### config.mk
export PLATFORM = sky130hd
export DESIGN_NAME = pswc_top
export DESIGN_NICKNAME = d
export VERILOG_FILES = /design/src/rtl/pswc_pkg.sv /design/src/rtl/pswc_top.sv
export SDC_FILE = /design/constraint.sdc
export NUM_CORES = 1
export LEC_CHECK = 0
export ABC_AREA = 1
export BUFFER_PORTS_ARGS = -buffer_cell sky130_fd_sc_hd__buf_2
export CELL_PAD_IN_SITES_DETAIL_PLACEMENT = 0
export CELL_PAD_IN_SITES_GLOBAL_PLACEMENT = 2
export CORE_MARGIN = 5
export CORE_UTILIZATION = 30
export DETAILED_ROUTE_END_ITERATION = 8
export HOLD_SLACK_MARGIN = 0.02
export PLACE_DENSITY = 0.84
export SKIP_CTS_REPAIR_TIMING = 1
export SLEW_MARGIN = 10
export SYNTH_ARGS = -nofsm -noshare
export SYNTH_HDL_FRONTEND = slang
export SYNTH_SLANG_ARGS = --single-unit
export TNS_END_PERCENT = 5
### constraint.sdc
create_clock -name i_core_clk -period 1.9 [get_ports i_core_clk]
set_input_delay 0.19 -clock i_core_clk [delete_from_list [all_inputs] [get_ports i_core_clk]]
set_output_delay 0.19 -clock i_core_clk [all_outputs]
set_load 0.03 [all_outputs]
### src/rtl/pswc_pkg.sv
/*
  Shared constants and types of the power-save and wakeup controller:
  register offsets, control field positions, reset values and counts.
  Assumes a 32-bit AXI4-Lite register bus and an 8-pin wake port.
*/
package pswc_pkg;

  // register byte offsets, one aligned word each
  localparam logic [7:0] OFS_CTRL      = 8'h00;
  localparam logic [7:0] OFS_WAKE_EN   = 8'h04;
  localparam logic [7:0] OFS_WAKE_EDGE = 8'h08;
  localparam logic [7:0] OFS_WAKE_PEND = 8'h0C;
  localparam logic [7:0] OFS_STATUS    = 8'h10;
  localparam logic [7:0] OFS_TIMER     = 8'h14;

  // control register field positions
  localparam int CTRL_HALT_BIT  = 0;
  localparam int CTRL_IDLE_BIT  = 1;
  localparam int CTRL_DLY_BIT   = 2;
  localparam int CTRL_GIE_BIT   = 3;
  localparam int CTRL_PORT_L_IRQ_GLOBAL_ENABLE_BIT  = 4;
  localparam int CTRL_IDLE_TIMER_IRQ_ENABLE_BIT  = 5;
  localparam int CTRL_IDLE_TIMER_PENDING_BIT = 6;

  localparam logic [7:0]  WAKE_RST        = 8'h00;
  localparam logic [15:0] IDLE_TIMER_RST  = 16'h0000;
  localparam logic [15:0] STARTUP_LOAD    = 16'h0100;
  localparam int          TC_DIV_DEFAULT  = 10;
  localparam int          TOGGLE_BIT_DFLT = 12;

  localparam logic [1:0] RESP_OKAY   = 2'h0;
  localparam logic [1:0] RESP_SLVERR = 2'h2;

  typedef enum logic [1:0] {
    PSWC_RUN,
    PSWC_HALT,
    PSWC_STARTUP,
    PSWC_IDLE
  } pswc_state_t;

  typedef struct packed {
    logic port_g_bit7;             // halt flag
    logic port_g_bit6;             // idle flag
    logic rc_start_delay_select;
    logic global_irq_enable;
    logic port_l_irq_global_enable;
    logic idle_timer_irq_enable;
    logic idle_timer_pending;
  } pswc_ctrl_t;

  localparam pswc_ctrl_t CTRL_RST = '0;

endpackage

### src/rtl/pswc_top.sv
/*
  Power-save controller with halt, idle, startup delay, idle timer and
  multi_input_wake logic on an 8-pin port, registers over AXI4-Lite.
  Assumes i_core_clk is the always-on oscillator domain; stopped clocks
  of the rest of the chip are shown by enable outputs. Pins are
  synchronous to i_core_clk.
*/
`timescale 1ns/1ps

module pswc_top #(
  parameter int HALT_ENABLE = 1,
  parameter int RC_CLOCK    = 0,
  parameter int TC_DIV      = pswc_pkg::TC_DIV_DEFAULT,
  parameter int TOGGLE_BIT  = pswc_pkg::TOGGLE_BIT_DFLT
) (
  input  wire logic        i_core_clk,
  input  wire logic        i_srst,
  input  wire logic        i_reset_pin_n,
  input  wire logic [7:0]  i_lport,
  input  wire logic        i_clock_output_pin,
  input  wire logic        i_clk_monitor_en,
  input  wire logic [7:0]  i_awaddr,
  input  wire logic        i_awvalid,
  output logic             o_awready,
  input  wire logic [31:0] i_wdata,
  input  wire logic [3:0]  i_wstrb,
  input  wire logic        i_wvalid,
  output logic             o_wready,
  output logic [1:0]       o_bresp,
  output logic             o_bvalid,
  input  wire logic        i_bready,
  input  wire logic [7:0]  i_araddr,
  input  wire logic        i_arvalid,
  output logic             o_arready,
  output logic [31:0]      o_rdata,
  output logic [1:0]       o_rresp,
  output logic             o_rvalid,
  input  wire logic        i_rready,
  output logic             o_osc_en,
  output logic             o_chip_clk_en,
  output logic             o_supervisor_inhibit,
  output logic             o_supervisory_fault_output_n,
  output logic             o_tc_tick,
  output logic             o_irq_port_l,
  output logic             o_irq_idle_timer
);

  if (TC_DIV < 2 || TC_DIV > 255) begin : g_bad_div
    $error("pswc_top: TC_DIV out of range");
  end
  if (TOGGLE_BIT < 1 || TOGGLE_BIT > 15) begin : g_bad_bit
    $error("pswc_top: TOGGLE_BIT out of range");
  end

  // the reset pin clears the block like the core reset
  logic rst;
  assign rst = i_srst | ~i_reset_pin_n;

  pswc_pkg::pswc_state_t state_ff;
  pswc_pkg::pswc_ctrl_t  ctrl_ff;
  logic [7:0]  wake_en_ff;
  logic [7:0]  wake_edge_ff;
  logic [7:0]  wake_pend_ff;
  logic [7:0]  lport_prev_ff;
  logic        cko_prev_ff;
  logic [7:0]  div_ff;
  logic [15:0] timer_ff;

  // bus write capture, either channel may come first
  logic        aw_full_ff;
  logic [7:0]  aw_addr_ff;
  logic        w_full_ff;
  logic [31:0] w_data_ff;
  logic [3:0]  w_strb_ff;

  function automatic logic mapped(input logic [7:0] a);
    mapped = (a == pswc_pkg::OFS_CTRL) || (a == pswc_pkg::OFS_WAKE_EN) ||
             (a == pswc_pkg::OFS_WAKE_EDGE) ||
             (a == pswc_pkg::OFS_WAKE_PEND) ||
             (a == pswc_pkg::OFS_STATUS) || (a == pswc_pkg::OFS_TIMER);
  endfunction

  logic wr_go;
  logic wr_lane0;
  assign wr_go    = aw_full_ff & w_full_ff & ~o_bvalid;
  assign wr_lane0 = wr_go & w_strb_ff[0];

  logic wr_ctrl;
  logic wr_en;
  logic wr_edge;
  logic wr_pend;
  assign wr_ctrl = wr_lane0 && (aw_addr_ff == pswc_pkg::OFS_CTRL);
  assign wr_en   = wr_lane0 && (aw_addr_ff == pswc_pkg::OFS_WAKE_EN);
  assign wr_edge = wr_lane0 && (aw_addr_ff == pswc_pkg::OFS_WAKE_EDGE);
  assign wr_pend = wr_lane0 && (aw_addr_ff == pswc_pkg::OFS_WAKE_PEND);

  // edge detectors run on the always-on clock, even in halt
  logic [7:0] rise;
  logic [7:0] fall;
  logic [7:0] edge_hit;
  assign rise     = i_lport & ~lport_prev_ff;
  assign fall     = ~i_lport & lport_prev_ff;
  assign edge_hit = (wake_edge_ff & fall) | (~wake_edge_ff & rise);

  logic port_wake;
  assign port_wake = |(wake_pend_ff & wake_en_ff);

  logic cko_rise;
  assign cko_rise = (RC_CLOCK != 0) & i_clock_output_pin & ~cko_prev_ff;

  logic tc_tick;
  logic timer_run;
  assign timer_run = (state_ff != pswc_pkg::PSWC_HALT);
  assign tc_tick   = timer_run && (div_ff == 8'(TC_DIV - 1));

  logic toggle;
  logic [15:0] timer_inc;
  assign timer_inc = timer_ff + 16'h0001;
  assign toggle = tc_tick && (state_ff != pswc_pkg::PSWC_STARTUP) &&
                  (timer_inc[TOGGLE_BIT] != timer_ff[TOGGLE_BIT]);

  logic halt_req;
  logic idle_req;
  assign halt_req = wr_ctrl && w_data_ff[pswc_pkg::CTRL_HALT_BIT] &&
                    (HALT_ENABLE != 0) && !port_wake;
  assign idle_req = wr_ctrl && w_data_ff[pswc_pkg::CTRL_IDLE_BIT];

  logic skip_delay;
  assign skip_delay = (RC_CLOCK != 0) && !ctrl_ff.rc_start_delay_select;

  always_ff @(posedge i_core_clk) begin
    if (rst) begin
      lport_prev_ff <= pswc_pkg::WAKE_RST;
      cko_prev_ff   <= 1'b0;
    end else begin
      lport_prev_ff <= i_lport;
      cko_prev_ff   <= i_clock_output_pin;
    end
  end

  always_ff @(posedge i_core_clk) begin
    if (rst)
      div_ff <= 8'h00;
    else if (!timer_run)
      div_ff <= div_ff;
    else if (tc_tick)
      div_ff <= 8'h00;
    else
      div_ff <= div_ff + 8'h01;
  end

  // power state machine
  always_ff @(posedge i_core_clk) begin
    if (rst) begin
      state_ff <= pswc_pkg::PSWC_RUN;
    end else begin
      case (state_ff)
        pswc_pkg::PSWC_RUN: begin
          if (halt_req)
            state_ff <= pswc_pkg::PSWC_HALT;
          else if (idle_req)
            state_ff <= pswc_pkg::PSWC_IDLE;
        end
        pswc_pkg::PSWC_HALT: begin
          if (port_wake || cko_rise) begin
            if (skip_delay)
              state_ff <= pswc_pkg::PSWC_RUN;
            else
              state_ff <= pswc_pkg::PSWC_STARTUP;
          end
        end
        pswc_pkg::PSWC_STARTUP: begin
          if (tc_tick && timer_ff == 16'h0001)
            state_ff <= pswc_pkg::PSWC_RUN;
        end
        pswc_pkg::PSWC_IDLE: begin
          if (port_wake || toggle)
            state_ff <= pswc_pkg::PSWC_RUN;
        end
        default: state_ff <= pswc_pkg::PSWC_RUN;
      endcase
    end
  end

  // idle timer: frozen in halt, reloaded for the startup delay
  always_ff @(posedge i_core_clk) begin
    if (rst)
      timer_ff <= pswc_pkg::IDLE_TIMER_RST;
    else if (state_ff == pswc_pkg::PSWC_HALT && (port_wake || cko_rise) &&
             !skip_delay)
      timer_ff <= pswc_pkg::STARTUP_LOAD;
    else if (state_ff == pswc_pkg::PSWC_STARTUP && tc_tick)
      timer_ff <= timer_ff - 16'h0001;
    else if (tc_tick)
      timer_ff <= timer_inc;
  end

  // control flags; hardware set wins over a software clear
  always_ff @(posedge i_core_clk) begin
    if (rst) begin
      ctrl_ff <= pswc_pkg::CTRL_RST;
    end else begin
      if (wr_ctrl) begin
        ctrl_ff.rc_start_delay_select <= w_data_ff[pswc_pkg::CTRL_DLY_BIT];
        ctrl_ff.global_irq_enable     <= w_data_ff[pswc_pkg::CTRL_GIE_BIT];
        ctrl_ff.port_l_irq_global_enable <=
          w_data_ff[pswc_pkg::CTRL_PORT_L_IRQ_GLOBAL_ENABLE_BIT];
        ctrl_ff.idle_timer_irq_enable <= w_data_ff[pswc_pkg::CTRL_IDLE_TIMER_IRQ_ENABLE_BIT];
      end
      if (toggle)
        ctrl_ff.idle_timer_pending <= 1'b1;
      else if (wr_ctrl)
        ctrl_ff.idle_timer_pending <= w_data_ff[pswc_pkg::CTRL_IDLE_TIMER_PENDING_BIT];
      // flags read one from mode entry until one cycle after the mode is left
      if (halt_req && state_ff == pswc_pkg::PSWC_RUN)
        ctrl_ff.port_g_bit7 <= 1'b1;
      else if (state_ff != pswc_pkg::PSWC_HALT)
        ctrl_ff.port_g_bit7 <= 1'b0;
      if (idle_req && !halt_req && state_ff == pswc_pkg::PSWC_RUN)
        ctrl_ff.port_g_bit6 <= 1'b1;
      else if (state_ff != pswc_pkg::PSWC_IDLE)
        ctrl_ff.port_g_bit6 <= 1'b0;
    end
  end

  always_ff @(posedge i_core_clk) begin
    if (rst) begin
      wake_en_ff   <= pswc_pkg::WAKE_RST;
      wake_edge_ff <= pswc_pkg::WAKE_RST;
    end else begin
      if (wr_en)
        wake_en_ff <= w_data_ff[7:0];
      if (wr_edge)
        wake_edge_ff <= w_data_ff[7:0];
    end
  end

  // a new edge in the clearing cycle is kept
  always_ff @(posedge i_core_clk) begin
    if (rst)
      wake_pend_ff <= pswc_pkg::WAKE_RST;
    else if (wr_pend)
      wake_pend_ff <= w_data_ff[7:0] | edge_hit;
    else
      wake_pend_ff <= wake_pend_ff | edge_hit;
  end

  // interrupt requests; the cpu chooses service or resume from these
  always_ff @(posedge i_core_clk) begin
    if (rst) begin
      o_irq_port_l     <= 1'b0;
      o_irq_idle_timer <= 1'b0;
    end else begin
      o_irq_port_l <= ctrl_ff.global_irq_enable &
                      ctrl_ff.port_l_irq_global_enable & port_wake;
      o_irq_idle_timer <= ctrl_ff.global_irq_enable &
                          ctrl_ff.idle_timer_irq_enable &
                          ctrl_ff.idle_timer_pending;
    end
  end

  // chip-side enables
  always_ff @(posedge i_core_clk) begin
    if (rst) begin
      o_osc_en                     <= 1'b1;
      o_chip_clk_en                <= 1'b1;
      o_supervisor_inhibit         <= 1'b0;
      o_supervisory_fault_output_n <= 1'b1;
      o_tc_tick                    <= 1'b0;
    end else begin
      o_osc_en      <= (state_ff != pswc_pkg::PSWC_HALT);
      o_chip_clk_en <= (state_ff == pswc_pkg::PSWC_RUN);
      o_supervisor_inhibit <= (state_ff == pswc_pkg::PSWC_HALT);
      o_supervisory_fault_output_n <=
        !(state_ff == pswc_pkg::PSWC_HALT && i_clk_monitor_en);
      o_tc_tick <= tc_tick;
    end
  end

  // AXI4-Lite write path
  always_ff @(posedge i_core_clk) begin
    if (rst) begin
      aw_full_ff <= 1'b0;
      aw_addr_ff <= 8'h00;
      w_full_ff  <= 1'b0;
      w_data_ff  <= 32'h00000000;
      w_strb_ff  <= 4'h0;
      o_awready  <= 1'b0;
      o_wready   <= 1'b0;
      o_bvalid   <= 1'b0;
      o_bresp    <= pswc_pkg::RESP_OKAY;
    end else begin
      o_awready <= ~aw_full_ff & ~(i_awvalid & o_awready);
      o_wready  <= ~w_full_ff & ~(i_wvalid & o_wready);
      if (i_awvalid && o_awready) begin
        aw_full_ff <= 1'b1;
        aw_addr_ff <= {i_awaddr[7:2], 2'b00};
      end
      if (i_wvalid && o_wready) begin
        w_full_ff <= 1'b1;
        w_data_ff <= i_wdata;
        w_strb_ff <= i_wstrb;
      end
      if (wr_go) begin
        o_bvalid   <= 1'b1;
        o_bresp    <= mapped(aw_addr_ff) ? pswc_pkg::RESP_OKAY
                                         : pswc_pkg::RESP_SLVERR;
        aw_full_ff <= 1'b0;
        w_full_ff  <= 1'b0;
        o_awready  <= 1'b0;
        o_wready   <= 1'b0;
      end else if (o_bvalid && i_bready) begin
        o_bvalid <= 1'b0;
      end
    end
  end

  // AXI4-Lite read path
  logic [31:0] rd_word;
  logic [7:0]  rd_addr;
  pswc_pkg::pswc_ctrl_t c;
  always_comb begin
    rd_addr = {i_araddr[7:2], 2'b00};
    c       = ctrl_ff;
    rd_word = 32'h00000000;
    case (rd_addr)
      pswc_pkg::OFS_CTRL: begin
        rd_word[pswc_pkg::CTRL_HALT_BIT]  = c.port_g_bit7;
        rd_word[pswc_pkg::CTRL_IDLE_BIT]  = c.port_g_bit6;
        rd_word[pswc_pkg::CTRL_DLY_BIT]   = c.rc_start_delay_select;
        rd_word[pswc_pkg::CTRL_GIE_BIT]   = c.global_irq_enable;
        rd_word[pswc_pkg::CTRL_PORT_L_IRQ_GLOBAL_ENABLE_BIT]  = c.port_l_irq_global_enable;
        rd_word[pswc_pkg::CTRL_IDLE_TIMER_IRQ_ENABLE_BIT]  = c.idle_timer_irq_enable;
        rd_word[pswc_pkg::CTRL_IDLE_TIMER_PENDING_BIT] = c.idle_timer_pending;
      end
      pswc_pkg::OFS_WAKE_EN:   rd_word[7:0] = wake_en_ff;
      pswc_pkg::OFS_WAKE_EDGE: rd_word[7:0] = wake_edge_ff;
      pswc_pkg::OFS_WAKE_PEND: rd_word[7:0] = wake_pend_ff;
      pswc_pkg::OFS_STATUS:    rd_word[1:0] = state_ff;
      pswc_pkg::OFS_TIMER:     rd_word[15:0] = timer_ff;
      default:                 rd_word = 32'h00000000;
    endcase
  end

  always_ff @(posedge i_core_clk) begin
    if (rst) begin
      o_arready <= 1'b0;
      o_rvalid  <= 1'b0;
      o_rdata   <= 32'h00000000;
      o_rresp   <= pswc_pkg::RESP_OKAY;
    end else begin
      o_arready <= ~o_rvalid & ~(i_arvalid & o_arready);
      if (i_arvalid && o_arready) begin
        o_rvalid  <= 1'b1;
        o_arready <= 1'b0;
        o_rdata   <= rd_word;
        o_rresp   <= mapped(rd_addr) ? pswc_pkg::RESP_OKAY
                                     : pswc_pkg::RESP_SLVERR;
      end else if (o_rvalid && i_rready) begin
        o_rvalid <= 1'b0;
      end
    end
  end

endmodule

==> impl_metrics.env <==
export IMPL_critPathMaxStageDelay_ns=0.41
export IMPL_cts_htree_levels=3
export IMPL_stdcell_count=1051
export IMPL_finalMaxSlewViolations=0
export IMPL_vias=4864
export IMPL_status="completed"
export IMPL_synth_area_sq_um=5356
export IMPL_worstSetupEndpointType="flip-flop"
export IMPL_synthMuxAreaShare=0
export IMPL_track_usage=0.1496
export IMPL_synth_compound_area_frac=0.1820
export IMPL_yosysWarnings=0
export IMPL_fin_crit_sh=0.8876
export IMPL_avgViaCountPerCell=4.628
export IMPL_placementRows=48
export IMPL_max_slew_margin_rel=0.6309
export IMPL_overflow=0
export IMPL_worst_ir_drop_vdd_uv=460.7
export IMPL_path_cells="ha_1 -> inv_1 -> nor2_1 -> nand2_1 -> inv_1 -> nor2_1 -> o21ai_0 -> nand3_1 -> nand2_1 -> a21oi_1"
export IMPL_wl_met2_um=7186
export IMPL_coreArea_sq_um=17420
export IMPL_clock_skew_ns=0.01391
export IMPL_numCtsBuffers=9
export IMPL_synth_distinct_cells=44
export IMPL_synthTopCellsByArea="dfxtp_1 (42%), nand2_1 (8.8%), a21oi_1 (6.6%)"
export IMPL_port_buffer_count=67
export IMPL_required_ns=2.15
export IMPL_ys_async_sr_fraction=0
export IMPL_setup_viol=0
export IMPL_finalSetupTns_ns=0
export IMPL_synth_area_per_cell_sq_um=7.248
export IMPL_synth_simple_gate_area_frac=0.2663
export IMPL_place_congestion=0.8286
export IMPL_top_layer_used="met4"
export IMPL_fin_crit_ns=1.686
export IMPL_route_detailed_drc=0
export IMPL_cts_tree="yes"
export IMPL_synth_ff_type="dfxtp_1"
export IMPL_cap_violations=0
export IMPL_fillCellCount=1921
export IMPL_synth_top_area_cell="dfxtp_1"
export IMPL_clockBufferDepth=2
export IMPL_wl_um=15140
export IMPL_ys_seq_elements=112
export IMPL_postSynthCellCount=739
export IMPL_die_h_um=143.6
export IMPL_fmax_ghz=0.5930
export IMPL_first_pass_iters=4
export IMPL_wl_per_cell_um=14.41
export IMPL_synth_xor_area_frac=0.003270
export IMPL_num_io_pins=118
export IMPL_clk_latency_ns=0.36
export IMPL_rsz0062_at_grt="false"
export IMPL_numClockSinks=112
export IMPL_start_util=0.3075
export IMPL_synth_edf_count=0
export IMPL_hold_class="in2reg"
export IMPL_grt_pass1_vias=4499
export IMPL_regArea_sq_um=2242
export IMPL_multi_input_area_sq_um=2556
export IMPL_final_nets=896
export IMPL_critical_path_class="reg2reg"
export IMPL_grt_max_degree=55
export IMPL_area_growth_syn_to_layout_pct=17.89
export IMPL_cpMaxStageDelayCell="dfxtp_1"
export IMPL_met1_length_um=7094
export IMPL_leakage_nw=2.698
export IMPL_placedCellCount=1034
export IMPL_worstSetupStartpointType="flip-flop"
export IMPL_synth_adder_area_share=0.01168
export IMPL_die_area_sq_um=20630
export IMPL_ant_nets=0
export IMPL_power_density_nw_per_um2=747.1
export IMPL_synth_top_area_share=0.4186
export IMPL_crit_fanout=5
export IMPL_drt_iter0_drc=308
export IMPL_place_hpwl_um=11520
export IMPL_synth_top_family_by_area="simple AND/OR/NAND/NOR gates"
export IMPL_wl_met3_um=719
export IMPL_antenna_found_initial=0
export IMPL_ys_seq_area_frac=0.4186
export IMPL_grt_pass1_wl_um=24120
export IMPL_antenna_cells=0
export IMPL_clkTransAtPathRegs_ns=0.07
export IMPL_clock_tree_root_cell="clkbuf_16"
export IMPL_drive_gt1_frac=0.1755
export IMPL_worst_pin_slew_ns=0.5523
export IMPL_arrival_ns=1.93
export IMPL_dieWidth_um=143.6
export IMPL_hold_viol=0
==> cell families after synthesis <==
| family | after synthesis |
|---|---|
| AND/OR/NAND/NOR | 306 |
| AO/OA/AOI/OAI | 175 |
| buffers and inverters | 138 |
| flip-flops | 112 |
| adder cells (fa/ha/maj) | 5 |
| XOR/XNOR | 2 |
| other | 1 |
==> metal layers <==
| metal | track usage | vias to the layer above |
|---|---|---|
| met1 | 0.2002 | 2195 |
| met3 | 0.03694 | 11 |
| met2 | 0.2461 | 83 |
| met5 | 0 | - |
| met4 | 0.03122 | 0 |
| li1 | - | 2575 |
==> power by group <==
part           total (W)  switching (W)  internal (W)
clock            0.00201       0.000936       0.00108
combinational   0.000303       0.000210     0.0000933
sequential       0.00240      0.0000219       0.00238
==> metrics by stage <==
| stage | instance area [sq um] | setup WS [ns] | power (W) | hold WS [ns] | util |
|---|---|---|---|---|---|
| finish | 6315 | 0.2135 | 0.004718 | 0.01281 | 0.3626 |
| global placement | 5988 | 0.2174 | 0.002760 | 0.3558 | 0.3438 |
| floorplan | 5420 | 0.4183 | 0.002674 | 0.2590 | - |
| detailed placement | 5988 | 0.2006 | 0.002760 | 0.3584 | 0.3438 |
| global route | 6315 | 0.01489 | 0.004931 | 0.02072 | 0.3626 |
| CTS | 6305 | 0.2026 | 0.004793 | -0.03097 | 0.3620 |
==> sequential cells by signal, indices dropped and copies added (netlist names), 2 cells and up <==
signal         count
c                  7
wake_edge_ff       8
lport_prev_ff      8
state_ff           2
div_ff             8
timer_ff          16
o_rdata           16
wake_pend_ff       8
wake_en_ff         8
w_data_ff          8
aw_addr_ff         6
==> layout by cell type, fill, tap and decap left out, types with 3 or more instances in the layout <==
master / Yosys / routed
clkinv_4: 1 / 3
nand2_2: 4 / 4
o22ai_1: 8 / 8
nor4_1: 3 / 3
clkbuf_16: 0 / 9
inv_1: 94 / 94
nor3_1: 12 / 12
nand4_1: 10 / 10
o2111ai_1: 8 / 8
o21ai_0: 61 / 61
nand3b_1: 3 / 3
nand3_1: 40 / 40
a211oi_1: 4 / 4
ha_1: 5 / 5
a21oi_1: 71 / 71
nor2_2: 10 / 10
conb_1: 1 / 18
o31ai_1: 8 / 8
buf_4: 20 / 23
buf_2: 4 / 67
nand3_2: 6 / 6
dfxtp_1: 112 / 112
nand2_1: 126 / 126
o21ai_1: 4 / 4
nor2_1: 83 / 82
a31oi_1: 4 / 4
inv_2: 5 / 5
==> worst paths after layout <==
path | slack [ns] | cells after the start | end | from
setup / recovery | 0.21 | 10 | timer_ff[8] | timer_ff[0]
hold reg to reg | 0.45 | 2 | o_rdata[7] | o_rdata[7]
setup reg to reg | 0.21 | 10 | timer_ff[8] | timer_ff[0]
hold / removal | 0.01 | 2 | o_rvalid | i_rready
==> synthesized netlist by cell type, types with 8 or more instances <==
cell,number
nand4_1,10
clkbuf_1,10
o21ai_0,61
o22ai_1,8
nor3_1,12
nor2_1,83
o2111ai_1,8
nand2_1,126
buf_4,20
dfxtp_1,112
nand3_1,40
nor2_2,10
inv_1,94
o31ai_1,8
a21oi_1,71
==> layout make-up <==
class | count | share of cell area
multi-input cells | 506 | 0.4048
flip-flops and latches | 112 | 0.3551
repair buffers | 92 | 0.08520
inverters | 100 | 0.06023
well taps | 225 | 0.04458
clock buffers | 10 | 0.03784
clock inverters | 6 | 0.01228
==> worst max-delay path: cells and delay by family, from the launching register on <==
family,cells,cell delay (ns)
adders and majority gates,1,0.17
and+or+nand+nor,5,0.58
AOI/OAI and AO/OA,2,0.28
DFF,1,0.41
buffers and inverters,2,0.15
Note: power is estimated with default switching activity, not from simulation.
